===== src/logic/csba_map.svh =====
// Overview of operation
// space cycle drives all function codes high
// cycle type on A16-A19, sixteen types
// breakpoint acknowledge puts A16-A19 all low
// level on A3-A1, other address lines high
// peripheral gives vector with transfer acknowledge
// autovector input yields vector 0x18 plus level
// never both acknowledge and autovector together
// both strobes, vector from low byte only
// breakpoint cycle read-like, no data moved
// breakpoint ends on ack, fault, or valid
// request, grant, acknowledge in that order
// two-wire use holds acknowledge input high
// requests may be wired-OR onto one input
// three-wire grant drops after acknowledge seen
// pending request re-grants a few clocks later
// without acknowledge, grant held till bus idle
// device yields only after current cycle ends
// request withdrawn before ack is spurious
// grant right after request is synchronized
// committed cycle delays grant until strobe
// grant may feed daisy chain or encoder
// requester waits strobe, ack, prior grant-ack
// acknowledge owner holds bus, drops request
// arbitration inputs synchronized in two stages
// arbiter outputs change on next clock edge
// after reset grant negated, device owns bus
`ifndef CSBA_MAP_SVH
`define CSBA_MAP_SVH
`define CSBA_FC_SPACE 3'h7
`define CSBA_TYPE_IACK 4'hf
`define CSBA_TYPE_BREAKPOINT_INSTR 4'h0
`define CSBA_AUTOVEC_BASE 8'h18
`define CSBA_ADDR_W 24
`define CSBA_TYPE_LSB 16
`define CSBA_LEVEL_LSB 1
`define CSBA_CYCLE_CLKS 4'h4
`endif


===== src/logic/csba_pkg.sv =====
package csba_pkg;
  typedef enum logic [1:0] {
    CSBA_ARB_OWN,
    CSBA_ARB_GRANT,
    CSBA_ARB_EXT,
    CSBA_ARB_REGRANT
  } csba_arb_t;
  typedef enum logic [1:0] {
    CSBA_CYC_IDLE,
    CSBA_CYC_COMMIT,
    CSBA_CYC_STROBE,
    CSBA_CYC_END
  } csba_cyc_t;
endpackage


===== src/logic/csba_arb_if.sv =====
`timescale 1ns/1ns
// arbitration hand-off between cycle engine and arbiter
interface csba_arb_if;
  logic cycle_commit;
  logic strobe_on;
  logic cycle_busy;
  logic device_owns;
  modport cyc (output cycle_commit, output strobe_on, output cycle_busy,
    input device_owns);
  modport arb (input cycle_commit, input strobe_on, input cycle_busy,
    output device_owns);
endinterface


===== src/logic/csba_top.sv =====
`timescale 1ns/1ns
`include "csba_map.svh"
module csba_top
  import csba_pkg::*;
(
  input wire logic core_clk,
  input wire logic rst,
  input wire logic clk_en,
  input wire logic three_wire,
  input wire logic breakpoint_instr_variant,
  input wire logic iack_req,
  input wire logic [2:0] iack_level,
  input wire logic breakpoint_instr,
  input wire logic mastership_request_n,
  input wire logic grant_acknowledge_n,
  input wire logic xfer_ack_n,
  input wire logic periph_valid_n,
  input wire logic bus_fault_n,
  input wire logic [7:0] data_in,
  output logic mastership_grant_n,
  output logic bus_release,
  output logic [2:0] func_code,
  output logic [23:1] addr_out,
  output logic addr_strobe_n,
  output logic upper_byte_strobe_n,
  output logic lower_byte_strobe_n,
  output logic read_not_write,
  output logic data_oe,
  output logic busy,
  output logic vector_valid,
  output logic [7:0] vector_out,
  output logic illegal_instr_trap,
  output logic fault_seen
);
  csba_arb_if hs ();
  csba_cyc_t cyc_reg;
  logic is_breakpoint_instr_reg;
  logic [2:0] lvl_reg;
  logic [3:0] cnt_reg;
  logic strobe_drive;

  // space-cycle address: type on A19-A16, level on A3-A1
  function automatic logic [23:1] csba_space_addr(input logic bk,
    input logic [2:0] lvl);
    logic [23:1] a;
    a = '1;
    if (bk) begin
      a[19:16] = `CSBA_TYPE_BREAKPOINT_INSTR;
    end else begin
      a[19:16] = `CSBA_TYPE_IACK;
      a[3:1] = lvl;
    end
    return a;
  endfunction

  csba_arbiter u_arb (
    .core_clk(core_clk),
    .rst(rst),
    .clk_en(clk_en),
    .three_wire(three_wire),
    .mastership_request_n(mastership_request_n),
    .grant_acknowledge_n(grant_acknowledge_n),
    .addr_strobe_n(addr_strobe_n),
    .mastership_grant_n(mastership_grant_n),
    .bus_release(bus_release),
    .hs(hs)
  );

  assign hs.cycle_commit = (cyc_reg == CSBA_CYC_COMMIT);
  assign hs.strobe_on = (cyc_reg == CSBA_CYC_STROBE);
  assign hs.cycle_busy = (cyc_reg != CSBA_CYC_IDLE);
  assign strobe_drive = (cyc_reg == CSBA_CYC_STROBE);
  assign busy = hs.cycle_busy;
  // reads only: space cycles never drive data
  assign data_oe = 1'b0;
  assign read_not_write = 1'b1;
  assign addr_strobe_n = ~strobe_drive;
  // both strobes even though vector is one byte
  assign upper_byte_strobe_n = ~strobe_drive;
  assign lower_byte_strobe_n = ~strobe_drive;

  // space-cycle sequencer
  always_ff @(posedge core_clk) begin
    if (rst) begin
      cyc_reg <= CSBA_CYC_IDLE;
      is_breakpoint_instr_reg <= 1'b0;
      lvl_reg <= 3'h0;
      cnt_reg <= 4'h0;
    end else if (clk_en) begin
      unique case (cyc_reg)
        CSBA_CYC_IDLE: begin
          // only start while we own the bus
          if (hs.device_owns && !bus_release) begin
            if (breakpoint_instr_variant && breakpoint_instr) begin
              cyc_reg <= CSBA_CYC_COMMIT;
              is_breakpoint_instr_reg <= 1'b1;
            end else if (iack_req) begin
              cyc_reg <= CSBA_CYC_COMMIT;
              is_breakpoint_instr_reg <= 1'b0;
              lvl_reg <= iack_level;
            end
          end
        end
        CSBA_CYC_COMMIT: begin
          cyc_reg <= CSBA_CYC_STROBE;
          cnt_reg <= 4'h0;
        end
        CSBA_CYC_STROBE: begin
          if (cnt_reg != `CSBA_CYCLE_CLKS) begin
            cnt_reg <= cnt_reg + 4'h1;
          end else if (!xfer_ack_n || !periph_valid_n || !bus_fault_n) begin
            cyc_reg <= CSBA_CYC_END;
          end
        end
        CSBA_CYC_END: begin
          cyc_reg <= CSBA_CYC_IDLE;
        end
      endcase
    end
  end

  // address and function codes while a space cycle runs
  always_ff @(posedge core_clk) begin
    if (rst) begin
      func_code <= 3'h0;
      addr_out <= '1;
    end else if (clk_en) begin
      if (cyc_reg == CSBA_CYC_IDLE) begin
        func_code <= 3'h0;
      end else begin
        func_code <= `CSBA_FC_SPACE;
        addr_out <= csba_space_addr(is_breakpoint_instr_reg, lvl_reg);
      end
    end
  end

  // termination results: vector, autovector, trap
  always_ff @(posedge core_clk) begin
    if (rst) begin
      vector_valid <= 1'b0;
      vector_out <= 8'h00;
      illegal_instr_trap <= 1'b0;
      fault_seen <= 1'b0;
    end else if (clk_en) begin
      vector_valid <= 1'b0;
      illegal_instr_trap <= 1'b0;
      fault_seen <= 1'b0;
      if (cyc_reg == CSBA_CYC_STROBE && cnt_reg == `CSBA_CYCLE_CLKS) begin
        // fault wins; ack and autovector never together
        if (!bus_fault_n) begin
          fault_seen <= 1'b1;
          illegal_instr_trap <= is_breakpoint_instr_reg;
        end else if (is_breakpoint_instr_reg) begin
          illegal_instr_trap <= !xfer_ack_n || !periph_valid_n;
        end else if (!periph_valid_n) begin
          vector_valid <= 1'b1;
          vector_out <= `CSBA_AUTOVEC_BASE + {5'h00, lvl_reg};
        end else if (!xfer_ack_n) begin
          vector_valid <= 1'b1;
          vector_out <= data_in;
        end
      end
    end
  end

  AST_FC_SPACE: assert property (@(posedge core_clk) disable iff (rst)
    !addr_strobe_n |-> func_code == `CSBA_FC_SPACE)
    else $error("fc not high");
  AST_AUTOVEC: assert property (@(posedge core_clk) disable iff (rst)
    (clk_en && hs.strobe_on && cnt_reg == `CSBA_CYCLE_CLKS && bus_fault_n
    && !periph_valid_n && !is_breakpoint_instr_reg) |=> vector_valid &&
    vector_out == 8'h18 + {5'h00, $past(lvl_reg)})
    else $error("bad autovector");
  AST_BREAKPOINT_INSTR_ADDR: assert property (@(posedge core_clk) disable iff (rst)
    (!addr_strobe_n && is_breakpoint_instr_reg) |-> addr_out[19:16] == 4'h0)
    else $error("breakpoint_instr type");
  AST_STROBES: assert property (@(posedge core_clk) disable iff (rst)
    !addr_strobe_n |-> !upper_byte_strobe_n && !lower_byte_strobe_n)
    else $error("strobes");
endmodule // csba_top


===== src/logic/csba_arbiter.sv =====
`timescale 1ns/1ns
`include "csba_map.svh"
module csba_arbiter
  import csba_pkg::*;
(
  input wire logic core_clk,
  input wire logic rst,
  input wire logic clk_en,
  input wire logic three_wire,
  input wire logic mastership_request_n,
  input wire logic grant_acknowledge_n,
  input wire logic addr_strobe_n,
  output logic mastership_grant_n,
  output logic bus_release,
  csba_arb_if.arb hs
);
  logic req_s1_reg, req_s2_reg, ack_s1_reg, ack_s2_reg;
  csba_arb_t state_reg;
  logic req_i, ack_i, ext_busy;

  // two-stage sync, first stage read only by second
  always_ff @(posedge core_clk) begin
    if (rst) begin
      req_s1_reg <= 1'b0;
      req_s2_reg <= 1'b0;
      ack_s1_reg <= 1'b0;
      ack_s2_reg <= 1'b0;
    end else if (clk_en) begin
      req_s1_reg <= ~mastership_request_n;
      req_s2_reg <= req_s1_reg;
      ack_s1_reg <= ~grant_acknowledge_n & three_wire;
      ack_s2_reg <= ack_s1_reg;
    end
  end

  assign req_i = req_s2_reg;
  assign ack_i = ack_s2_reg;
  // two-wire: busy while addr_strobe_n, the device's own strobe, is low
  assign ext_busy = three_wire ? ack_i : ~addr_strobe_n;

  // arbitration state, outputs move on the next edge
  always_ff @(posedge core_clk) begin
    if (rst) begin
      state_reg <= CSBA_ARB_OWN;
    end else if (clk_en) begin
      unique case (state_reg)
        CSBA_ARB_OWN: begin
          // committed but no strobe yet: wait for the strobe
          if (req_i && !(hs.cycle_commit && !hs.strobe_on)) begin
            state_reg <= CSBA_ARB_GRANT;
          end
        end
        CSBA_ARB_GRANT: begin
          if (three_wire && ack_i) begin
            state_reg <= CSBA_ARB_EXT;
          end else if (!three_wire && !hs.cycle_busy && ext_busy) begin
            state_reg <= CSBA_ARB_EXT;
          end else if (!req_i && !hs.cycle_busy) begin
            state_reg <= CSBA_ARB_OWN;
          end
        end
        CSBA_ARB_EXT: begin
          if (three_wire && req_i) begin
            state_reg <= CSBA_ARB_REGRANT;
          end else if (!ext_busy && !req_i) begin
            state_reg <= CSBA_ARB_OWN;
          end
        end
        CSBA_ARB_REGRANT: begin
          if (!ack_i && !req_i) begin
            state_reg <= CSBA_ARB_OWN;
          end else if (!ack_i) begin
            state_reg <= CSBA_ARB_GRANT;
          end
        end
      endcase
    end
  end

  // grant low while granting; two-wire holds it through ext use
  assign mastership_grant_n = !(state_reg == CSBA_ARB_GRANT ||
    state_reg == CSBA_ARB_REGRANT ||
    (!three_wire && state_reg == CSBA_ARB_EXT));
  // release only once our own cycle has ended
  assign bus_release = (state_reg != CSBA_ARB_OWN) && !hs.cycle_busy;
  assign hs.device_owns = (state_reg == CSBA_ARB_OWN) ||
    (state_reg == CSBA_ARB_GRANT && !three_wire && !ext_busy) ||
    (state_reg == CSBA_ARB_GRANT && three_wire);

  AST_RESET_GRANT: assert property (@(posedge core_clk)
    rst |=> mastership_grant_n) else $error("grant after reset");
  AST_ACK_DROPS: assert property (@(posedge core_clk) disable iff (rst)
    (clk_en && three_wire && state_reg == CSBA_ARB_GRANT && ack_i)
    |=> !(state_reg == CSBA_ARB_GRANT)) else $error("grant held");
  AST_SPURIOUS: assert property (@(posedge core_clk) disable iff (rst)
    (clk_en && state_reg == CSBA_ARB_GRANT && !req_i && !ack_i &&
    !hs.cycle_busy && !ext_busy) |=> state_reg == CSBA_ARB_OWN)
    else $error("spurious not dropped");
  AST_HOLDOFF: assert property (@(posedge core_clk) disable iff (rst)
    (clk_en && state_reg == CSBA_ARB_OWN && hs.cycle_commit &&
    !hs.strobe_on) |=> mastership_grant_n) else $error("early");
  AST_RELEASE: assert property (@(posedge core_clk) disable iff (rst)
    hs.cycle_busy |-> !bus_release) else $error("mid-cycle");
endmodule // csba_arbiter


===== config.mk =====
export PLATFORM = sky130hd
export DESIGN_NAME = csba_top
export DESIGN_NICKNAME = d
export VERILOG_FILES = /design/src/logic/csba_pkg.sv /design/src/logic/csba_arb_if.sv /design/src/logic/csba_top.sv /design/src/logic/csba_arbiter.sv
export VERILOG_INCLUDE_DIRS = /design/src /design/src/logic
export SDC_FILE = /design/constraint.sdc
export NUM_CORES = 1
export LEC_CHECK = 0
export ABC_AREA = 1
export BUFFER_PORTS_ARGS = -buffer_cell sky130_fd_sc_hd__buf_2
export CORE_AREA = 2 2 57 85
export CTS_BUF_LIST = sky130_fd_sc_hd__clkbuf_8
export DETAILED_ROUTE_END_ITERATION = 8
export DIE_AREA = 0 0 59 87
export PLACE_DENSITY = 0.69
export REMOVE_ABC_BUFFERS = 1
export SLEW_MARGIN = 20
export SYNTH_ARGS = -nofsm -noshare
export SYNTH_HDL_FRONTEND = slang
export SYNTH_HIERARCHICAL = 1
export SYNTH_SLANG_ARGS = --single-unit

===== constraint.sdc =====
create_clock -name core_clk -period 3.33 [get_ports core_clk]
set_clock_uncertainty 0.2 [all_clocks]
set_input_delay 0.1665 -clock core_clk [delete_from_list [all_inputs] [get_ports core_clk]]
set_output_delay 0.1665 -clock core_clk [all_outputs]
set_load 0.05 [all_outputs]

-- After elaboration in Yosys (flattened, before gate mapping)
Index checks and enable logic that the tools add are counted.
Widths: inputs -> output; s select.
- bits in registers: 37
- bits of input ports: 23
- output and inout port bits: 45
- logic and storage cells: 125
- add/subtract/negate cells: 2
- equal/unequal tests: 18
- multiplexer cells: 35
- bitwise gates (word level): 7
- reductions and logical operators: 48
- operators by type and width (kind ; count):
    $mux 2 ; 13
    $reduce_and 5->1 ; 4
    $logic_and 1x1->1 ; 17
    $mux 8 ; 2
    $pmux 2 s4 ; 2
    $mux 1 ; 13
    $logic_not 1->1 ; 12
    $eq 2x2->1 const B ; 4
    $mux 4 ; 2
    $pmux 4 s2 ; 1
    $reduce_bool 2->1 ; 4
    $add 5x3->6 const A ; 1
    $logic_or 1x1->1 ; 6
    $mux 3 ; 2
    $ne 2x1->1 const B ; 3
    $ne 2x2->1 const B ; 3
    $ne 3x3->1 const B ; 2
    $not 1->1 ; 6
    $add 4x1->4 const B ; 1
    $eq 2x1->1 const B ; 2
    $eq 4x3->1 const B ; 1
    $logic_not 2->1 ; 2
    $ne 4x1->1 const B ; 1
    $ne 4x3->1 const B ; 1
    5 further kinds ; 5

-- Logic depth before layout (Yosys ltp)
Gate-level depths: netlist of the first run.
- depth in word-level cells: 9
- mapped depth: 12
- mapped depth without buffers: 12

-- By module
Netlist of the first run, hierarchy kept.
- by module, submodules not included (module ; times used ; cells an instance ; area an instance (µm²) ; seq. area each (µm²)):
    csba_top ; 1 ; 212 ; 1516.5 ; 520.5
    csba_arbiter ; 1 ; 62 ; 385.4 ; 120.1

-- Least setup slack after synthesis of the first run
Ideal clock, no wire load.
- path type: register -> register
- from: register cyc_reg[0]
- to: register cyc_reg[0]
- library setup time: 0.115 ns
- data arrival time: 2.140 ns
- data required time: 3.015 ns
- slack: 0.875 ns
- cell stages (with the launch flop): 10
- path buffers: 0
- clock period less this slack: 2.455 ns
- cells stage by stage: dfxtp_1 inv_1 ha_1 inv_1 nor2_1 nor2_1 nand3_1 nand2_1 a21oi_1 nor2_1
- elaborated cells on any way between the ends: 20
- classes of those cells: 7 x eq/ne; 2 x mux; 11 x reduce/logical
- RTL lines (item ; RTL line ; text):
    from (decl) ; csba_top.sv:36 ; csba_cyc_t cyc_reg;
    from (signal assigned) ; csba_top.sv:85 ; cyc_reg <= CSBA_CYC_IDLE;
    from (signal assigned) ; csba_top.sv:95 ; cyc_reg <= CSBA_CYC_COMMIT;
    from (signal assigned) ; csba_top.sv:98 ; cyc_reg <= CSBA_CYC_COMMIT;
    $reduce_bool 2->1 ; csba_top.sv:71 ; assign hs.cycle_busy = (cyc_reg != CSBA_CYC_IDLE);
    named net busy ; csba_top.sv:29 ; output logic busy,
    $logic_not 1->1 ; csba_arbiter.sv:85 ; assign bus_release = (state_reg != CSBA_ARB_OWN) && !hs.cycle_busy;
    $logic_and 1x1->1 ; csba_arbiter.sv:85 ;
    named net bus_release ; csba_top.sv:21 ; output logic bus_release,
    $logic_not 1->1 ; csba_top.sv:93 ; if (hs.device_owns && !bus_release) begin
    $logic_and 1x1->1 ; csba_top.sv:93 ;
    $ne 2x2->1 (no source line) ; - ;
    $reduce_and 5->1 (no source line) ; - ;
The timed path passes the listed nets, and every way through them passes these cells.
A chain may end at the register's enable or synchronous reset.

-- Final worst setup path of the first run
- from: register cyc_reg[0]
- to: register lvl_reg[2]
- longest elaborated chain between the ends: 8
- elaborated cells on any way between the ends: 13
- classes of those cells: 1 x eq/ne; 1 x mux; 11 x reduce/logical
- ends and longest elaborated chain (item ; RTL line ; text):
    $eq 2x2->1 ; - ;
    named net hs.strobe_on ; csba_arb_if.sv:5 ; logic strobe_on;
    $mux 1 ; csba_arbiter.sv:39 ; assign ext_busy = three_wire ? ack_i : ~addr_strobe_n;
    $logic_not 1->1 ; csba_arbiter.sv:87 ; (state_reg == CSBA_ARB_GRANT && !three_wire && !ext_busy) ||
    $logic_and 1x1->1 ; csba_arbiter.sv:87 ;
    $logic_or 1x1->1 ; csba_arbiter.sv:86 ; assign hs.device_owns = (state_reg == CSBA_ARB_OWN) ||
    $logic_or 1x1->1 ; csba_arbiter.sv:87 ;
    named net hs.device_owns ; csba_arb_if.sv:7 ; logic device_owns;
    $logic_and 1x1->1 ; csba_top.sv:93 ;
    $reduce_and 5->1 (no source line) ; - ;
    to (signal assigned) ; csba_top.sv:100 ; lvl_reg <= iack_level;
    to (decl) ; csba_top.sv:38 ; logic [2:0] lvl_reg;
The timed path passes the listed nets, and every way through them passes these cells.

==> flow_metrics.env, run 1 <==
export IMPL_status="complete, no violations"
export IMPL_cts_made_buffers=5
export IMPL_tns_ps=0
export IMPL_yosysUniqueCellTypes=30
export IMPL_postCtsSetupBuffers=0
export IMPL_die_height_um=87
export IMPL_wl_per_cell_um=11.2
export IMPL_yosys_warnings=6
export IMPL_clk_pin_slew_worst_paths_ps=70
export IMPL_multiInputGateArea_um2=956
export IMPL_grt_use_total=0.173
export IMPL_ctsResizeCount=0
export IMPL_period_share=0.645
export IMPL_worst_path_max_delay_cell="dfxtp_1"
export IMPL_grt_overflow_total=0
export IMPL_diodes=0
export IMPL_final_common_cell="nand2_1"
export IMPL_fp_row_count=30
export IMPL_vias=1734
export IMPL_clk_path_buf_depth=2
export IMPL_seqCellArea_um2=641
export IMPL_via_per_inst=4.67
export IMPL_antenna_found_initial=0
export IMPL_drive_gt1_frac=0.232
export IMPL_portBuffers=49
export IMPL_io_pins=68
export IMPL_r2r_setup_slack_ps=1180
export IMPL_start_kind="register"
export IMPL_critPathArrivalTime_ps=2120
export IMPL_wl_um=4140
export IMPL_grt_pass1_vias=1655
export IMPL_setup_ws_ps=1180
export IMPL_cp_cell_sequence="inv_1 -> ha_1 -> inv_1 -> inv_1 -> a31oi_1 -> nand2_1 -> nor2_2 -> nand2_1 -> o21ai_0 -> a21oi_1"
export IMPL_clock_latency_ps=290
export IMPL_total_power_mw=1.65
export IMPL_finalSetupViolations=0
export IMPL_crit_fanout=6
export IMPL_pre_cts_ws_ps=1260
export IMPL_ys_seq_elements=32
export IMPL_worst_path_most_repeated_cell="inv_1"
export IMPL_gp_congestion=0.840
export IMPL_leakage_nw=1.10
export IMPL_fmax_ghz=0.466
export IMPL_netlist_top_cells_area="dfxtp_1 34%, nand2_1 12%, buf_4 10%, nor2_1 7.5%, inv_1 5.7%"
export IMPL_largest_reg_flops=8
export IMPL_cp_slowest_stage_delay_ps=370
export IMPL_synth_cells=274
export IMPL_required_ps=3300
export IMPL_dieArea_um2=5130
export IMPL_drc=0
export IMPL_drt_first_pass_iters=4
export IMPL_place_hpwl_um=3180
export IMPL_grt_pass1_wl_um=6830
export IMPL_htree_num_levels=2
export IMPL_cts_tree="done"
export IMPL_rsz0062_at_grt="no"
export IMPL_layout_nets=351
export IMPL_yosysTopAreaCell="dfxtp_1"
export IMPL_mostFrequentLayoutCells="61 x nand2_1, 49 x buf_2, 38 x nor2_1, 32 x dfxtp_1, 30 x inv_1"
export IMPL_slew_viol_final=0
export IMPL_grt_max_degree=19
export IMPL_synthFlopType="dfxtp_1"
export IMPL_ir_drop_v=0.000415
export IMPL_fill_cells=483
export IMPL_ys_seq_area_frac=0.337
export IMPL_syn_avg_cell_area_um2=6.94
export IMPL_core_area_um2=4430
export IMPL_initial_core_util=0.429
export IMPL_clockRootBuffer="clkbuf_8"
export IMPL_crit_path_end_kind="register"
export IMPL_ant_nets=0
export IMPL_synth_edf_count=0
export IMPL_maxCapViolCount=0
export IMPL_drtIter0Drc=25
export IMPL_die_w_um=59
export IMPL_critPathKind="register to register"
export IMPL_synthToLayoutAreaGrowth_pct=16.1
export IMPL_synth_top_area_share=0.337
export IMPL_netlist_area_um2=1900
export IMPL_p_per_area_nw_per_um2=747
export IMPL_cts_sinks=32
export IMPL_hp_class="input pin to register"
export IMPL_finalHoldViolCount=0
export IMPL_synthArstFlopShare=0
export IMPL_fin_crit_ps=2150
==> routing by layer <==
| layer | vias up | GRT usage | part of all wire |
|---|---|---|---|
| met1 | 777 | 0.167 | 0.39 |
| li1 | 911 | - | - |
| met3 | 7 | 0.0342 | 0.038 |
| met5 | - | 0 | 0 |
| met2 | 39 | 0.331 | 0.55 |
| met4 | 0 | 0.0888 | 0.021 |
==> critical path, delay by kind of cell (launching register included) <==
| kind | cells | cell delay [ps] |
|---|---|---|
| AO/OA/AOI/OAI | 3 | 440 |
| flip-flops | 1 | 370 |
| adder cells (fa/ha/maj) | 1 | 280 |
| buffers and inverters | 3 | 350 |
| AND/OR/NAND/NOR | 3 | 400 |
==> cells in the mapped netlist, types with 3 or more instances <==
cell type / n
a21oi_1: 16
buf_4: 26
dfxtp_1: 32
ha_1: 6
inv_1: 29
inv_2: 3
nand2_1: 61
nand3_1: 16
nor2_1: 38
nor2_2: 4
o21ai_0: 12
o21ai_1: 3
o22ai_1: 3
or2_2: 3
==> kinds of logic after synthesis <==
kind of cell,after synthesis,synth area share
simple gates,133,0.324
compound gates,37,0.103
other cells,2,0.00395
flops,32,0.337
fa+ha+maj,6,0.0395
buf+inv,64,0.192
==> where the power goes <==
part           total (mW)  internal [mW]  leakage (nW)  switching [mW]
combinational       0.800          0.201         0.780           0.599
sequential          0.483          0.436         0.260          0.0475
clock               0.366          0.219        0.0593           0.147
==> path summary, 6_finish.rpt <==
path | start | end | cells after the start
worst max register to register | cyc_reg[0] | lvl_reg[2] | 10
worst max-delay path | cyc_reg[0] | lvl_reg[2] | 10
worst min-delay path | data_in[1] | vector_out[1] | 5
worst min register to register | vector_out[7] | vector_out[7] | 2
==> area by class of cell <==
type	count	share of cell area
sequential	32	0.290
tap	48	0.0272
clock buffer	5	0.0312
clock inverter	3	0.0176
timing repair buffer	55	0.138
inverter	34	0.0624
multi-input combinational	194	0.433
==> repair_timing <==
item	CTS	global route
endpoints found under the setup margin	0	0
hold buffers	6	0
hold endpoints to repair	6	0
==> through the flow <==
| stage | cell area [µm²] | utilization | instances | hold WS [ps] |
|---|---|---|---|---|
| global route | 2210 | 0.498 | 371 | 37.0 |
| floorplan | 1730 | - | 260 | 35.6 |
| global placement | 2040 | 0.460 | 357 | 153 |
| detailed placement | 2040 | 0.460 | 357 | 159 |
| finish | 2210 | 0.498 | 371 | 3.07 |
| CTS | 2210 | 0.498 | 371 | 1.30 |
Power figures use the tool's default switching activity.
==> run 2, diff against run 1 <==
--- a/config.mk
+++ b/config.mk
@@ -12,7 +12,7 @@
 export CTS_BUF_LIST = sky130_fd_sc_hd__clkbuf_8
 export DETAILED_ROUTE_END_ITERATION = 8
 export DIE_AREA = 0 0 59 87
-export PLACE_DENSITY = 0.69
+export PLACE_DENSITY = 0.72
 export REMOVE_ABC_BUFFERS = 1
 export SLEW_MARGIN = 20
 export SYNTH_ARGS = -nofsm -noshare
==> constraint.sdc (replaced) <==
create_clock -name core_clk -period 1.9 [get_ports core_clk]
set_clock_uncertainty 0.2 [all_clocks]
set_input_delay 0.095 -clock core_clk [delete_from_list [all_inputs] [get_ports core_clk]]
set_output_delay 0.095 -clock core_clk [all_outputs]
set_load 0.05 [all_outputs]
==> run 2 against run 1 <==
  * Non-clock buffer count grew 16
  * Critical path depth increased by 2
  * Fmax up 20%
  * Via count increased by 5.0%
  * Routed wire length is 3.7% higher
  * Sequential share of layout area decreased by 1.8 points
  * Die area unchanged
  * Clock-buffer cell count unchanged
  * Hold slack improved by 49 ps
  * Core utilization rose by 3.3 points
  * Final cell count rose by 4.0%
  * Critical path type unchanged
  * Largest cell class unchanged
  * Global-route usage grew 0.11 points
==> flow_metrics.env, run 2 (same netlist as run 1, synthesis figures left out) <==
export IMPL_portBuffers=49
export IMPL_min_from="breakpoint_instr_variant"
export IMPL_fill_cells=457
export IMPL_fin_crit_ps=1780
export IMPL_wl_per_cell_um=11.1
export IMPL_layout_nets=367
export IMPL_cts_sinks=32
export IMPL_worst_pin_slew_ps=542
export IMPL_drtIter0Drc=53
export IMPL_place_area_um2=2050
export IMPL_cts_tree="done"
export IMPL_die_w_um=59
export IMPL_dieArea_um2=5130
export IMPL_tns_ps=0
export IMPL_grt_pass1_wl_um=6920
export IMPL_clock_latency_ps=280
export IMPL_drc=0
export IMPL_startpoint="cyc_reg[0]"
export IMPL_synthToLayoutAreaGrowth_pct=23.8
export IMPL_largest_reg_flops=8
export IMPL_mostFrequentLayoutCells="59 x nand2_1, 48 x buf_2, 38 x nor2_1, 31 x dfxtp_1, 30 x inv_1"
export IMPL_fp_row_count=30
export IMPL_finalHoldViolCount=0
export IMPL_hp_class="input pin to register"
export IMPL_finalSetupViolations=0
export IMPL_crit_path_end_kind="register"
export IMPL_drive_gt1_frac=0.240
export IMPL_period_share=0.939
export IMPL_vias=1821
export IMPL_htree_num_levels=2
export IMPL_critPathKind="register to register"
export IMPL_maxCapViolCount=0
export IMPL_r2r_start="cyc_reg[0]"
export IMPL_gp_congestion=0.872
export IMPL_leakage_nw=1.16
export IMPL_wl_um=4300
export IMPL_p_per_area_nw_per_um2=1200
export IMPL_r2r_setup_slack_ps=120
export IMPL_drt_first_pass_iters=4
export IMPL_crit_fanout=4
export IMPL_clockRootBuffer="clkbuf_8"
export IMPL_required_ps=1880
export IMPL_clk_path_buf_depth=2
export IMPL_cts_made_buffers=5
export IMPL_io_pins=68
export IMPL_slew_viol_final=0
export IMPL_grt_max_degree=19
export IMPL_grt_overflow_total=0
export IMPL_diodes=0
export IMPL_initial_core_util=0.429
export IMPL_fin_area_um2=2350
export IMPL_die_height_um=87
export IMPL_via_per_inst=4.72
export IMPL_ir_drop_v=0.000702
export IMPL_final_common_cell="nand2_1"
export IMPL_place_hpwl_um=3040
export IMPL_start_kind="register"
export IMPL_clk_pin_slew_worst_paths_ps=70
export IMPL_grt_pass1_vias=1669
export IMPL_core_area_um2=4430
export IMPL_antenna_found_initial=0
export IMPL_fmax_ghz=0.561
export IMPL_grt_use_total=0.174
export IMPL_status="complete, no violations"
export IMPL_maxSlewHeadroom=0.638
export IMPL_critPathArrivalTime_ps=1760
export IMPL_ant_nets=0
## run 2: cell types whose count changed in the layout (fill, tap and decap cells not counted), moves of 2 or more
| cell | delta |
|---|---|
| buf_4 | +3 |
| o21ai_1 | +2 |
| dlygate4sd3_1 | +14 |
| o21ai_0 | -2 |
| nand2_2 | +2 |
| nand2_1 | -2 |
## run 2: through the flow
step	worst slack (ps)	utilization	hold slack, ps	std cells	power, mW
2_1_floorplan	-906	-	-35.9	260	1.96
3_3_place_gp	86.1	0.464	87.5	359	2.26
3_5_place_dp	31.8	0.464	90.3	359	2.28
4_1_cts	26.3	0.527	43.1	386	2.79
5_1_grt	-15.2	0.532	90.4	386	3.01
6_report	117	0.532	52.5	386	2.83
## run 2: path summary, 6_finish.rpt
check / end / cells past startpoint
setup / recovery: cyc_reg[0] / 12
hold / removal: lvl_reg[1] / 6
setup reg to reg: cyc_reg[0] / 12
hold reg to reg: vector_valid / 2
## run 2: layout make-up
class,instances,area (µm²),area share
multi-input cells,194,975,0.414
flip-flops and latches,32,642,0.273
repair buffers,71,463,0.197
inverters,34,138,0.0584
clock buffers,5,68.8,0.0292
well taps,48,60.1,0.0255
clock inverters,2,8.76,0.00372
## run 2: report_power, final
group	switching, mW	internal [mW]	total (mW)	leakage (nW)
logic	1.07	0.416	1.49	0.854
clock network	0.247	0.243	0.490	0.0452
registers	0.0860	0.766	0.852	0.261
## run 2: worst max-delay path, cell delays in order, from the launching register on
cell	delay, ps
dfxtp_2	340
inv_1	70
ha_1	210
inv_1	80
inv_1	70
a31oi_2	160
inv_1	60
nor2_1	100
nand3_1	100
nand2_2	110
nand3_1	70
nand2_1	70
nor2_1	40
## run 2: routing by layer
layer / vias up / share of wire / track usage
li1: 939 / - / -
met1: 812 / 0.39 / 0.191
met2: 62 / 0.54 / 0.318
met3: 8 / 0.048 / 0.0446
met4: 0 / 0.017 / 0.0558
met5: - / 0 / 0
## run 2: timing repair
item	4_1_cts	5_1_grt
endpoints found under the hold margin	20	0
pin swaps	0	2
endpoints found under the setup margin	1	7
resized for setup	1	9
buffers inserted	0	0
hold buffers	20	0
